## src/verilog/pwm_pkg.sv

```systemverilog
// Shared constants and carrier types of the PWM duty-cycle channel.
// Assumes one 250 MHz clock domain and an AXI4-Lite register bus.
package pwm_pkg;

  //////////////////////////////////////////////////////////////////////////
  // Widths
  localparam int CNT_W = 8;
  localparam int DUTY_W = 10;

  //////////////////////////////////////////////////////////////////////////
  // Byte addresses of the registers
  localparam logic [31:0] OFF_DUTY_PEND = 32'h0000_0000;
  localparam logic [31:0] OFF_DUTY_ACT = 32'h0000_0004;
  localparam logic [31:0] OFF_CTRL = 32'h0000_0008;
  localparam logic [31:0] OFF_CNT = 32'h0000_000c;
  localparam logic [31:0] OFF_LIMIT = 32'h0000_0010;
  localparam logic [31:0] OFF_TCON = 32'h0000_0014;
  localparam logic [31:0] OFF_TSEL1 = 32'h0000_0018;
  localparam logic [31:0] OFF_TSEL2 = 32'h0000_001c;

  //////////////////////////////////////////////////////////////////////////
  // Field positions, implemented-bit masks and reset values
  localparam int CTRL_DUTY_LSB = 4;
  localparam int CTRL_MODE_LSB = 2;
  localparam logic [1:0] MODE_PWM = 2'h3;
  localparam int TCON_EN_BIT = 2;
  localparam int TCON_PS_LSB = 0;
  localparam logic [7:0] CTRL_MASK = 8'h3f;
  localparam logic [7:0] TCON_MASK = 8'h7f;
  localparam logic [7:0] TSEL1_MASK = 8'hd7;
  localparam logic [7:0] TSEL2_MASK = 8'h17;
  localparam logic [7:0] REG_RESET = 8'h00;

  //////////////////////////////////////////////////////////////////////////
  // Timing: four clock phases per timer base step
  localparam logic [1:0] Q_LAST = 2'h3;
  localparam logic [1:0] PS_1 = 2'h0;
  localparam logic [1:0] PS_4 = 2'h1;
  localparam logic [1:0] PRE4_LAST = 2'h3;
  localparam logic [3:0] PRE16_LAST = 4'hf;

  localparam logic [1:0] RESP_OKAY = 2'h0;
  localparam logic [1:0] RESP_SLVERR = 2'h2;

  typedef enum logic [3:0] {
    SEL_PEND, SEL_ACT, SEL_CTRL, SEL_CNT, SEL_LIMIT, SEL_TCON,
    SEL_TSEL1, SEL_TSEL2, SEL_NONE
  } reg_sel_e;

  typedef struct packed {
    logic en;
    logic [1:0] ps;
  } tmr_ctrl_s;

  typedef struct packed {
    logic [CNT_W-1:0] count;
    logic [1:0] sub;
    logic restart;
  } tmr_out_s;

  typedef struct packed {
    logic wr;
    logic [7:0] data;
  } byte_wr_s;

endpackage

```

## src/verilog/pwm_channel.sv

```systemverilog
// Top of the PWM channel: AXI4-Lite register slave, period timer and
// duty compare. Assumes a single clock and an AXI4-Lite master that
// keeps at most one write and one read outstanding.
//
// Decided for this implementation: register access over AXI4-Lite and the register offsets.

module pwm_channel (
  input wire logic clk,
  input wire logic rst,
  input wire logic awvalid,
  output logic awready,
  input wire logic [31:0] awaddr,
  input wire logic wvalid,
  output logic wready,
  input wire logic [31:0] wdata,
  input wire logic [3:0] wstrb,
  output logic bvalid,
  input wire logic bready,
  output logic [1:0] bresp,
  input wire logic arvalid,
  output logic arready,
  input wire logic [31:0] araddr,
  output logic rvalid,
  input wire logic rready,
  output logic [31:0] rdata,
  output logic [1:0] rresp,
  output logic pwm_output_pin
);

  //////////////////////////////////////////////////////////////////////////
  // State

  typedef struct packed {
    logic awready;
    logic wready;
    logic arready;
    logic aw_got;
    logic w_got;
    logic bvalid;
    logic rvalid;
    logic [1:0] bresp;
    logic [1:0] rresp;
    logic [31:0] rdata;
    logic [31:0] awaddr;
    logic [31:0] wdata;
    logic [3:0] wstrb;
    logic [7:0] pend;
    logic [7:0] ctrl;
    logic [7:0] limit;
    logic [7:0] tcon;
    logic [7:0] tsel1;
    logic [7:0] tsel2;
  } bus_s;

  bus_s s_q, s_d;

  pwm_pkg::tmr_ctrl_s tctrl;
  pwm_pkg::tmr_out_s tout;
  pwm_pkg::byte_wr_s cnt_wr;
  pwm_pkg::byte_wr_s act_wr;
  pwm_pkg::reg_sel_e wr_sel;
  pwm_pkg::reg_sel_e rd_sel;
  logic [7:0] act_byte;
  logic [9:0] duty_pend;
  logic pwm_mode;
  logic force_low;
  logic aw_fire;
  logic w_fire;
  logic ar_fire;
  logic wr_do;
  logic wr_lane;
  logic [7:0] rd_byte;
  logic pin_out;

  //////////////////////////////////////////////////////////////////////////
  // Address decode, shared by the write and read paths

  function automatic pwm_pkg::reg_sel_e decode(logic [31:0] addr);
    unique case (addr)
      pwm_pkg::OFF_DUTY_PEND: return pwm_pkg::SEL_PEND;
      pwm_pkg::OFF_DUTY_ACT: return pwm_pkg::SEL_ACT;
      pwm_pkg::OFF_CTRL: return pwm_pkg::SEL_CTRL;
      pwm_pkg::OFF_CNT: return pwm_pkg::SEL_CNT;
      pwm_pkg::OFF_LIMIT: return pwm_pkg::SEL_LIMIT;
      pwm_pkg::OFF_TCON: return pwm_pkg::SEL_TCON;
      pwm_pkg::OFF_TSEL1: return pwm_pkg::SEL_TSEL1;
      pwm_pkg::OFF_TSEL2: return pwm_pkg::SEL_TSEL2;
      default: return pwm_pkg::SEL_NONE;
    endcase
  endfunction

  //////////////////////////////////////////////////////////////////////////
  // Derived controls

  // Ten-bit pending duty: high byte over the two control bits
  assign duty_pend = {s_q.pend, s_q.ctrl[pwm_pkg::CTRL_DUTY_LSB +: 2]};
  assign pwm_mode = s_q.ctrl[pwm_pkg::CTRL_MODE_LSB +: 2] == pwm_pkg::MODE_PWM;
  // Postscaler bits 6:3 are stored for software only
  assign tctrl.en = s_q.tcon[pwm_pkg::TCON_EN_BIT];
  assign tctrl.ps = s_q.tcon[pwm_pkg::TCON_PS_LSB +: 2];

  // Read mux: narrow registers in the low byte, zero above
  always_comb begin
    rd_sel = decode(araddr);
    unique case (rd_sel)
      pwm_pkg::SEL_PEND: rd_byte = s_q.pend;
      pwm_pkg::SEL_ACT: rd_byte = act_byte;
      pwm_pkg::SEL_CTRL: rd_byte = s_q.ctrl;
      pwm_pkg::SEL_CNT: rd_byte = tout.count;
      pwm_pkg::SEL_LIMIT: rd_byte = s_q.limit;
      pwm_pkg::SEL_TCON: rd_byte = s_q.tcon;
      pwm_pkg::SEL_TSEL1: rd_byte = s_q.tsel1;
      pwm_pkg::SEL_TSEL2: rd_byte = s_q.tsel2;
      default: rd_byte = 8'h00;
    endcase
  end

  //////////////////////////////////////////////////////////////////////////
  // Bus slave and register file. Address and data are taken in either
  // order; the write is done once both are held, and the response is
  // withheld until then. Only one write and one read are in flight.

  always_comb begin
    s_d = s_q;
    cnt_wr = '0;
    act_wr = '0;
    force_low = 1'b0;
    aw_fire = awvalid && s_q.awready;
    w_fire = wvalid && s_q.wready;
    ar_fire = arvalid && s_q.arready;

    // Response retirement
    if (s_q.bvalid && bready) s_d.bvalid = 1'b0;
    if (s_q.rvalid && rready) s_d.rvalid = 1'b0;

    // Capture address and data as they arrive
    if (aw_fire) begin
      s_d.aw_got = 1'b1;
      s_d.awaddr = awaddr;
    end
    if (w_fire) begin
      s_d.w_got = 1'b1;
      s_d.wdata = wdata;
      s_d.wstrb = wstrb;
    end

    wr_do = s_d.aw_got && s_d.w_got && !s_q.bvalid;
    wr_sel = decode(s_d.awaddr);
    // Only the low lane carries register data; other lanes are ignored
    wr_lane = s_d.wstrb[0];

    if (wr_do) begin
      s_d.aw_got = 1'b0;
      s_d.w_got = 1'b0;
      s_d.bvalid = 1'b1;
      s_d.bresp = (wr_sel == pwm_pkg::SEL_NONE) ?
                  pwm_pkg::RESP_SLVERR : pwm_pkg::RESP_OKAY;
      if (wr_lane) begin
        unique case (wr_sel)
          pwm_pkg::SEL_PEND: s_d.pend = s_d.wdata[7:0];
          pwm_pkg::SEL_ACT: begin
            act_wr.wr = !pwm_mode;
            act_wr.data = s_d.wdata[7:0];
          end
          pwm_pkg::SEL_CTRL: begin
            // Top two bits are not implemented
            s_d.ctrl = s_d.wdata[7:0] & pwm_pkg::CTRL_MASK;
            force_low = s_d.ctrl == 8'h00;
          end
          pwm_pkg::SEL_CNT: begin
            cnt_wr.wr = 1'b1;
            cnt_wr.data = s_d.wdata[7:0];
          end
          pwm_pkg::SEL_LIMIT: s_d.limit = s_d.wdata[7:0];
          pwm_pkg::SEL_TCON: begin
            s_d.tcon = s_d.wdata[7:0] & pwm_pkg::TCON_MASK;
          end
          pwm_pkg::SEL_TSEL1: begin
            s_d.tsel1 = s_d.wdata[7:0] & pwm_pkg::TSEL1_MASK;
          end
          pwm_pkg::SEL_TSEL2: begin
            s_d.tsel2 = s_d.wdata[7:0] & pwm_pkg::TSEL2_MASK;
          end
          default: ;
        endcase
      end
    end

    // Read: one-cycle answer; unmapped reads give zero and SLVERR
    if (ar_fire) begin
      s_d.rvalid = 1'b1;
      s_d.rdata = {24'h000000, rd_byte};
      s_d.rresp = (rd_sel == pwm_pkg::SEL_NONE) ?
                  pwm_pkg::RESP_SLVERR : pwm_pkg::RESP_OKAY;
    end

    // Readies from flops; closed while a capture or answer is pending
    s_d.awready = !s_d.aw_got && !s_d.bvalid;
    s_d.wready = !s_d.w_got && !s_d.bvalid;
    s_d.arready = !s_d.rvalid;
  end

  // Everything clears to zero: channel off, timer stopped
  always_ff @(posedge clk or posedge rst) begin
    if (rst) s_q <= '0;
    else s_q <= s_d;
  end

  //////////////////////////////////////////////////////////////////////////
  // Timer and compare stages

  // Resolution is what the timer and its extra bits can step
  period_timer timer_u (
    .clk(clk),
    .rst(rst),
    .ctrl(tctrl),
    .limit(s_q.limit),
    .cnt_wr(cnt_wr),
    .tout(tout)
  );

  pwm_compare compare_u (
    .clk(clk),
    .rst(rst),
    .tin(tout),
    .duty_pend(duty_pend),
    .pwm_mode(pwm_mode),
    .force_low(force_low),
    .act_wr(act_wr),
    .act_byte(act_byte),
    .pin_out(pin_out)
  );

  //////////////////////////////////////////////////////////////////////////
  // Port drive, all from flops

  assign awready = s_q.awready;
  assign wready = s_q.wready;
  assign arready = s_q.arready;
  assign bvalid = s_q.bvalid;
  assign bresp = s_q.bresp;
  assign rvalid = s_q.rvalid;
  assign rdata = s_q.rdata;
  assign rresp = s_q.rresp;
  assign pwm_output_pin = pin_out;
endmodule // pwm_channel

```

## src/verilog/period_timer.sv

```systemverilog
// Period timer: quarter-phase counter, 1/4/16 prescaler, 8-bit count.
// Assumes control and limit come from registers in the same domain.
module period_timer (
  input wire logic clk,
  input wire logic rst,
  input wire pwm_pkg::tmr_ctrl_s ctrl,
  input wire logic [7:0] limit,
  input wire pwm_pkg::byte_wr_s cnt_wr,
  output pwm_pkg::tmr_out_s tout
);

  typedef struct packed {
    logic [1:0] q;
    logic [3:0] pre;
    logic [7:0] count;
  } st_s;

  st_s s_q, s_d;
  logic tick;

  // Prescaler terminal decode for the selected ratio
  function automatic logic pre_done(logic [1:0] ps, logic [3:0] pre);
    if (ps == pwm_pkg::PS_1) return 1'b1;
    if (ps == pwm_pkg::PS_4) return pre[1:0] == pwm_pkg::PRE4_LAST;
    return pre == pwm_pkg::PRE16_LAST;
  endfunction

  //////////////////////////////////////////////////////////////////////////
  // Timer step; a software write to the count also restarts the prescaler
  always_comb begin
    s_d = s_q;
    tick = (s_q.q == pwm_pkg::Q_LAST) && ctrl.en &&
           pre_done(ctrl.ps, s_q.pre);
    tout.restart = tick && (s_q.count == limit);
    s_d.q = 2'(s_q.q + 2'h1);
    if ((s_q.q == pwm_pkg::Q_LAST) && ctrl.en) begin
      s_d.pre = pre_done(ctrl.ps, s_q.pre) ? 4'h0 : 4'(s_q.pre + 4'h1);
    end
    if (cnt_wr.wr) begin
      s_d.count = cnt_wr.data;
      s_d.pre = 4'h0;
    end else if (tout.restart) begin
      s_d.count = 8'h00;
    end else if (tick) begin
      s_d.count = 8'(s_q.count + 8'h01);
    end
    // Two extra low bits: phase at 1:1, prescaler bits otherwise
    tout.count = s_q.count;
    if (ctrl.ps == pwm_pkg::PS_1) tout.sub = s_q.q;
    else if (ctrl.ps == pwm_pkg::PS_4) tout.sub = s_q.pre[1:0];
    else tout.sub = s_q.pre[3:2];
  end

  always_ff @(posedge clk or posedge rst) begin
    if (rst) s_q <= '0;
    else s_q <= s_d;
  end
endmodule // period_timer

```

## src/verilog/pwm_compare.sv

```systemverilog
// Duty buffer and output latch: double-buffered 10-bit compare.
// Assumes restart and the extended count come from period_timer.
module pwm_compare (
  input wire logic clk,
  input wire logic rst,
  input wire pwm_pkg::tmr_out_s tin,
  input wire logic [9:0] duty_pend,
  input wire logic pwm_mode,
  input wire logic force_low,
  input wire pwm_pkg::byte_wr_s act_wr,
  output logic [7:0] act_byte,
  output logic pin_out
);

  typedef struct packed {
    logic [7:0] act;
    logic [1:0] lat;
    logic out;
  } st_s;

  st_s s_q, s_d;
  logic match;

  //////////////////////////////////////////////////////////////////////////
  // Buffer load at period end; clear on match, set at restart when the pending duty is nonzero
  always_comb begin
    s_d = s_q;
    match = {s_q.act, s_q.lat} == {tin.count, tin.sub};
    if (tin.restart) begin
      s_d.act = duty_pend[9:2];
      s_d.lat = duty_pend[1:0];
    end else if (act_wr.wr) begin
      s_d.act = act_wr.data;
    end
    // A duty above the period never matches, so the pin stays high
    if (force_low || !pwm_mode) s_d.out = 1'b0;
    else if (tin.restart) s_d.out = duty_pend != 10'h000;
    else if (match) s_d.out = 1'b0;
  end

  always_ff @(posedge clk or posedge rst) begin
    if (rst) s_q <= '0;
    else s_q <= s_d;
  end

  assign act_byte = s_q.act;
  assign pin_out = s_q.out;
endmodule // pwm_compare

```

## config.mk

```make
export PLATFORM = sky130hd
export DESIGN_NAME = pwm_channel
export DESIGN_NICKNAME = d
export VERILOG_FILES = /design/src/verilog/pwm_pkg.sv /design/src/verilog/pwm_channel.sv /design/src/verilog/period_timer.sv /design/src/verilog/pwm_compare.sv
export SDC_FILE = /design/constraint.sdc
export NUM_CORES = 1
export LEC_CHECK = 0
export ABC_AREA = 1
export BUFFER_PORTS_ARGS = -buffer_cell sky130_fd_sc_hd__buf_2
export CORE_AREA = 2 2 110 112
export DETAILED_ROUTE_END_ITERATION = 10
export DIE_AREA = 0 0 112 114
export HOLD_SLACK_MARGIN = 0.03
export MAX_ROUTING_LAYER = met4
export PLACE_DENSITY = 0.87
export SYNTH_ARGS = -nofsm -noshare
export SYNTH_HDL_FRONTEND = slang
export SYNTH_SLANG_ARGS = --single-unit
```

## constraint.sdc

```tcl
create_clock -name clk -period 6.6 [get_ports clk]
set_clock_uncertainty 0.15 [all_clocks]
set_input_delay 0.33 -clock clk [delete_from_list [all_inputs] [get_ports clk]]
set_output_delay 0.33 -clock clk [all_outputs]
set_load 0.005 [all_outputs]
```

==> impl_metrics.env <==
export IMPL_outcome="finished, final reports clean"
export IMPL_gp_congestion=1.02
export IMPL_clk_path_buf_depth=2
export IMPL_vias_per_cell=5.29
export IMPL_rsz0062_at_grt="no"
export IMPL_drv_slew=0
export IMPL_synth_seq_cells=122
export IMPL_cap_violations=0
export IMPL_grt_max_degree=71
export IMPL_path_clk_slew_ps=60
export IMPL_clock_latency_ps=420
export IMPL_gr_total_overflow=0
export IMPL_worst_slew_pin_slew_ps=1240
export IMPL_drtIter0Drc=467
export IMPL_synthArstFlopShare_pct=100
export IMPL_avgRoutedWirePerCell_um=14.6
export IMPL_h_tree_depth=4
export IMPL_antenna_cells=0
export IMPL_drive_above_1_share_pct=15.3
export IMPL_hold_viol=0
export IMPL_ys_top_cells_by_area="dfrtp_1 (45%), nand2_1 (13%), nand3_1 (8.0%), inv_1 (6.8%), nor2_1 (5.6%)"
export IMPL_syn_avg_cell_area_um2=7.38
export IMPL_num_vias=6137
export IMPL_dieWidth_um=112
export IMPL_antenna_left=0
export IMPL_ys_types=31
export IMPL_grt_use_total_pct=28.5
export IMPL_synth_cells=910
export IMPL_drtPass1Iterations=5
export IMPL_grt_pass1_vias=5732
export IMPL_ff2ff_setup_slack_ps=2620
export IMPL_cts_tree="done"
export IMPL_r2r_end="s_q[21]$_DFFE_PP0P_"
export IMPL_synth_top_area_cell="dfrtp_1"
export IMPL_placeableCoreArea_um2=11700
export IMPL_worstPathCellList="nand2_2, inv_2, nor2_1, inv_1, nand3_1, nor2_1, inv_1, nor3_4, nand2_2, o21ai_1, inv_1"
export IMPL_clock_sinks=122
export IMPL_critPathMaxStageDelay_ps=720
export IMPL_dieArea_um2=12800
export IMPL_yosysMostFrequentCell="nand2_1"
export IMPL_synth_top_cell_area_share_pct=45.5
export IMPL_num_rows=40
export IMPL_crit_top_cell="inv_1"
export IMPL_initial_core_util_pct=57.3
export IMPL_grt_first_pass_wirelength_um=27600
export IMPL_hp_class="in2reg"
export IMPL_drc=0
export IMPL_cpMaxStageDelayCell="dfrtp_1"
export IMPL_io_buffers=95
export IMPL_routed_wl_um=16900
export IMPL_cp_arrival_ps=4130
export IMPL_cts_repair_resized=0
export IMPL_die_h_um=114
export IMPL_synth_edf_count=0
export IMPL_maxSlewHeadroom_pct=16.6
export IMPL_synth_cell_area_um2=6720
export IMPL_r2r_start="awready$_DFF_PP0_"
export IMPL_clock_fmax_mhz=251
export IMPL_hpwl_um=11700
export IMPL_path_max_fanout=42
export IMPL_setup_viol=0
export IMPL_fin_util_pct=66.3
export IMPL_syn2layout_area_growth_pct=15.7
export IMPL_leakage_nw=4.19
export IMPL_cts_made_buffers=17
export IMPL_io_pins=149
export IMPL_tns_ps=0
export IMPL_synth_flop_cell="dfrtp_1"
export IMPL_r2r_cells=11
export IMPL_cp_end_kind="flop"
export IMPL_synth_warnings=0
export IMPL_startpoint_type="flop"
export IMPL_clock_root_buffer="clkbuf_16"
export IMPL_crit_required_ps=6750
export IMPL_period_minus_slack_ps=3980
export IMPL_nNetsFinal=1110
export IMPL_antenna_found_initial=0
export IMPL_crit_path_end="s_q[21]$_DFFE_PP0P_"
export IMPL_post_route_period_util_pct=60.3
export IMPL_synth_seq_area_share_pct=45.5
export IMPL_synthTopCellsByCount="nand2_1 (234), dfrtp_1 (122), inv_1 (122)"
export IMPL_power_density_nw_per_um2=302
export IMPL_startpoint="awready$_DFF_PP0_"
export IMPL_peakVddDrop_v=0.000271
export IMPL_criticalPathCategory="reg2reg"
sequential cells by signal, summed over array words and instances (netlist names):
register            count
s_q                    72
duty_pend              10
compare_u.act_byte      8
rdata                   8
timer_u.tout            8
timer_u.s_q             6
compare_u.s_q           2
arready                 1
awready                 1
bresp                   1
bvalid                  1
compare_u.pin_out       1
rresp                   1
rvalid                  1
wready                  1
critical path, delay by kind of cell, from the launching register on:
family	cells	cell delay (ps)
compound gates	1	260
simple gates	6	2050
buf+inv	4	660
flops	1	720
worst min-delay path by stage:
stage / startpoint / end / depth (start not counted)
floorplan: timer_u.s_q[12]$_DFF_PP0_ / timer_u.s_q[12]$_DFF_PP0_ / 1
global placement: timer_u.s_q[12]$_DFF_PP0_ / timer_u.s_q[12]$_DFF_PP0_ / 1
detailed placement: timer_u.s_q[12]$_DFF_PP0_ / timer_u.s_q[12]$_DFF_PP0_ / 1
CTS: awaddr[24] / s_q[108]$_DFF_PP0_ / 3
global route: awaddr[24] / s_q[108]$_DFF_PP0_ / 3
finish: awaddr[22] / s_q[106]$_DFF_PP0_ / 3
layout make-up:
cell class,count,area (um^2)
Timing Repair Buffer,110,621
Fill cell,978,3940
Clock buffer,18,439
Tap cell,147,184
Sequential cell,122,3050
Multi-Input combinational cell,622,2870
Clock inverter,14,124
Inverter,127,479
cell usage in the layout (no fill, tap or decap), types with 11 or more instances in the layout:
master	netlist	routed
a21oi_1	13	13
nand3_1	108	108
nand4_1	14	14
buf_2	9	95
inv_1	122	121
clkbuf_16	0	17
nor3_1	11	11
o21ai_0	27	27
o21ai_1	29	29
xor2_1	16	16
dfrtp_1	122	122
conb_1	1	26
nand2_1	234	234
dlygate4sd3_1	0	13
nor2_1	100	100
where the power goes:
part           switching, W  leakage [nW]  internal, W
Clock              0.000350         0.268     0.000527
Sequential        0.0000530          1.41     0.000887
Combinational      0.000374          2.51     0.000152
Total              0.000777          4.19      0.00157
stage by stage:
stage	total power, W	worst slack [ps]	instances	hold WS (ps)	area [um^2]
2_1_floorplan	0.00132	2880	935	264	6810
3_3_place_gp	0.00144	2850	1115	288	7080
3_5_place_dp	0.00146	2800	1115	283	7080
4_1_cts	0.00235	2700	1160	35.1	7770
5_1_grt	0.00247	2300	1160	41.0	7770
6_report	0.00234	2620	1160	37.0	7770
cells by family after synthesis:
kind of cell               Yosys count  synth area share, %
AOI/OAI and AO/OA                   75                 5.81
and+or+nand+nor                    493                 31.7
xor gates and xnor gates            25                 3.26
buffers and inverters              191                 13.2
adders and majority gates            3                0.559
DFF                                122                 45.5
other                                1               0.0558
routing by layer:
| layer | global-route usage [%] | part of all wire, % | wire length, um |
|---|---|---|---|
| met4 | 14.9 | 4.7 | 786 |
| met2 | 43.8 | 45 | 7610 |
| met1 | 35.6 | 41 | 6970 |
| met3 | 6.70 | 9.1 | 1540 |
| met5 | - | 0 | 0 |
what timing repair did:
| action | CTS | global route |
|---|---|---|
| hold buffers | 13 | 0 |
| buffers inserted | 0 | 0 |
| endpoints found under the hold margin | 66 | 0 |
(Power assumes the default switching activity.)
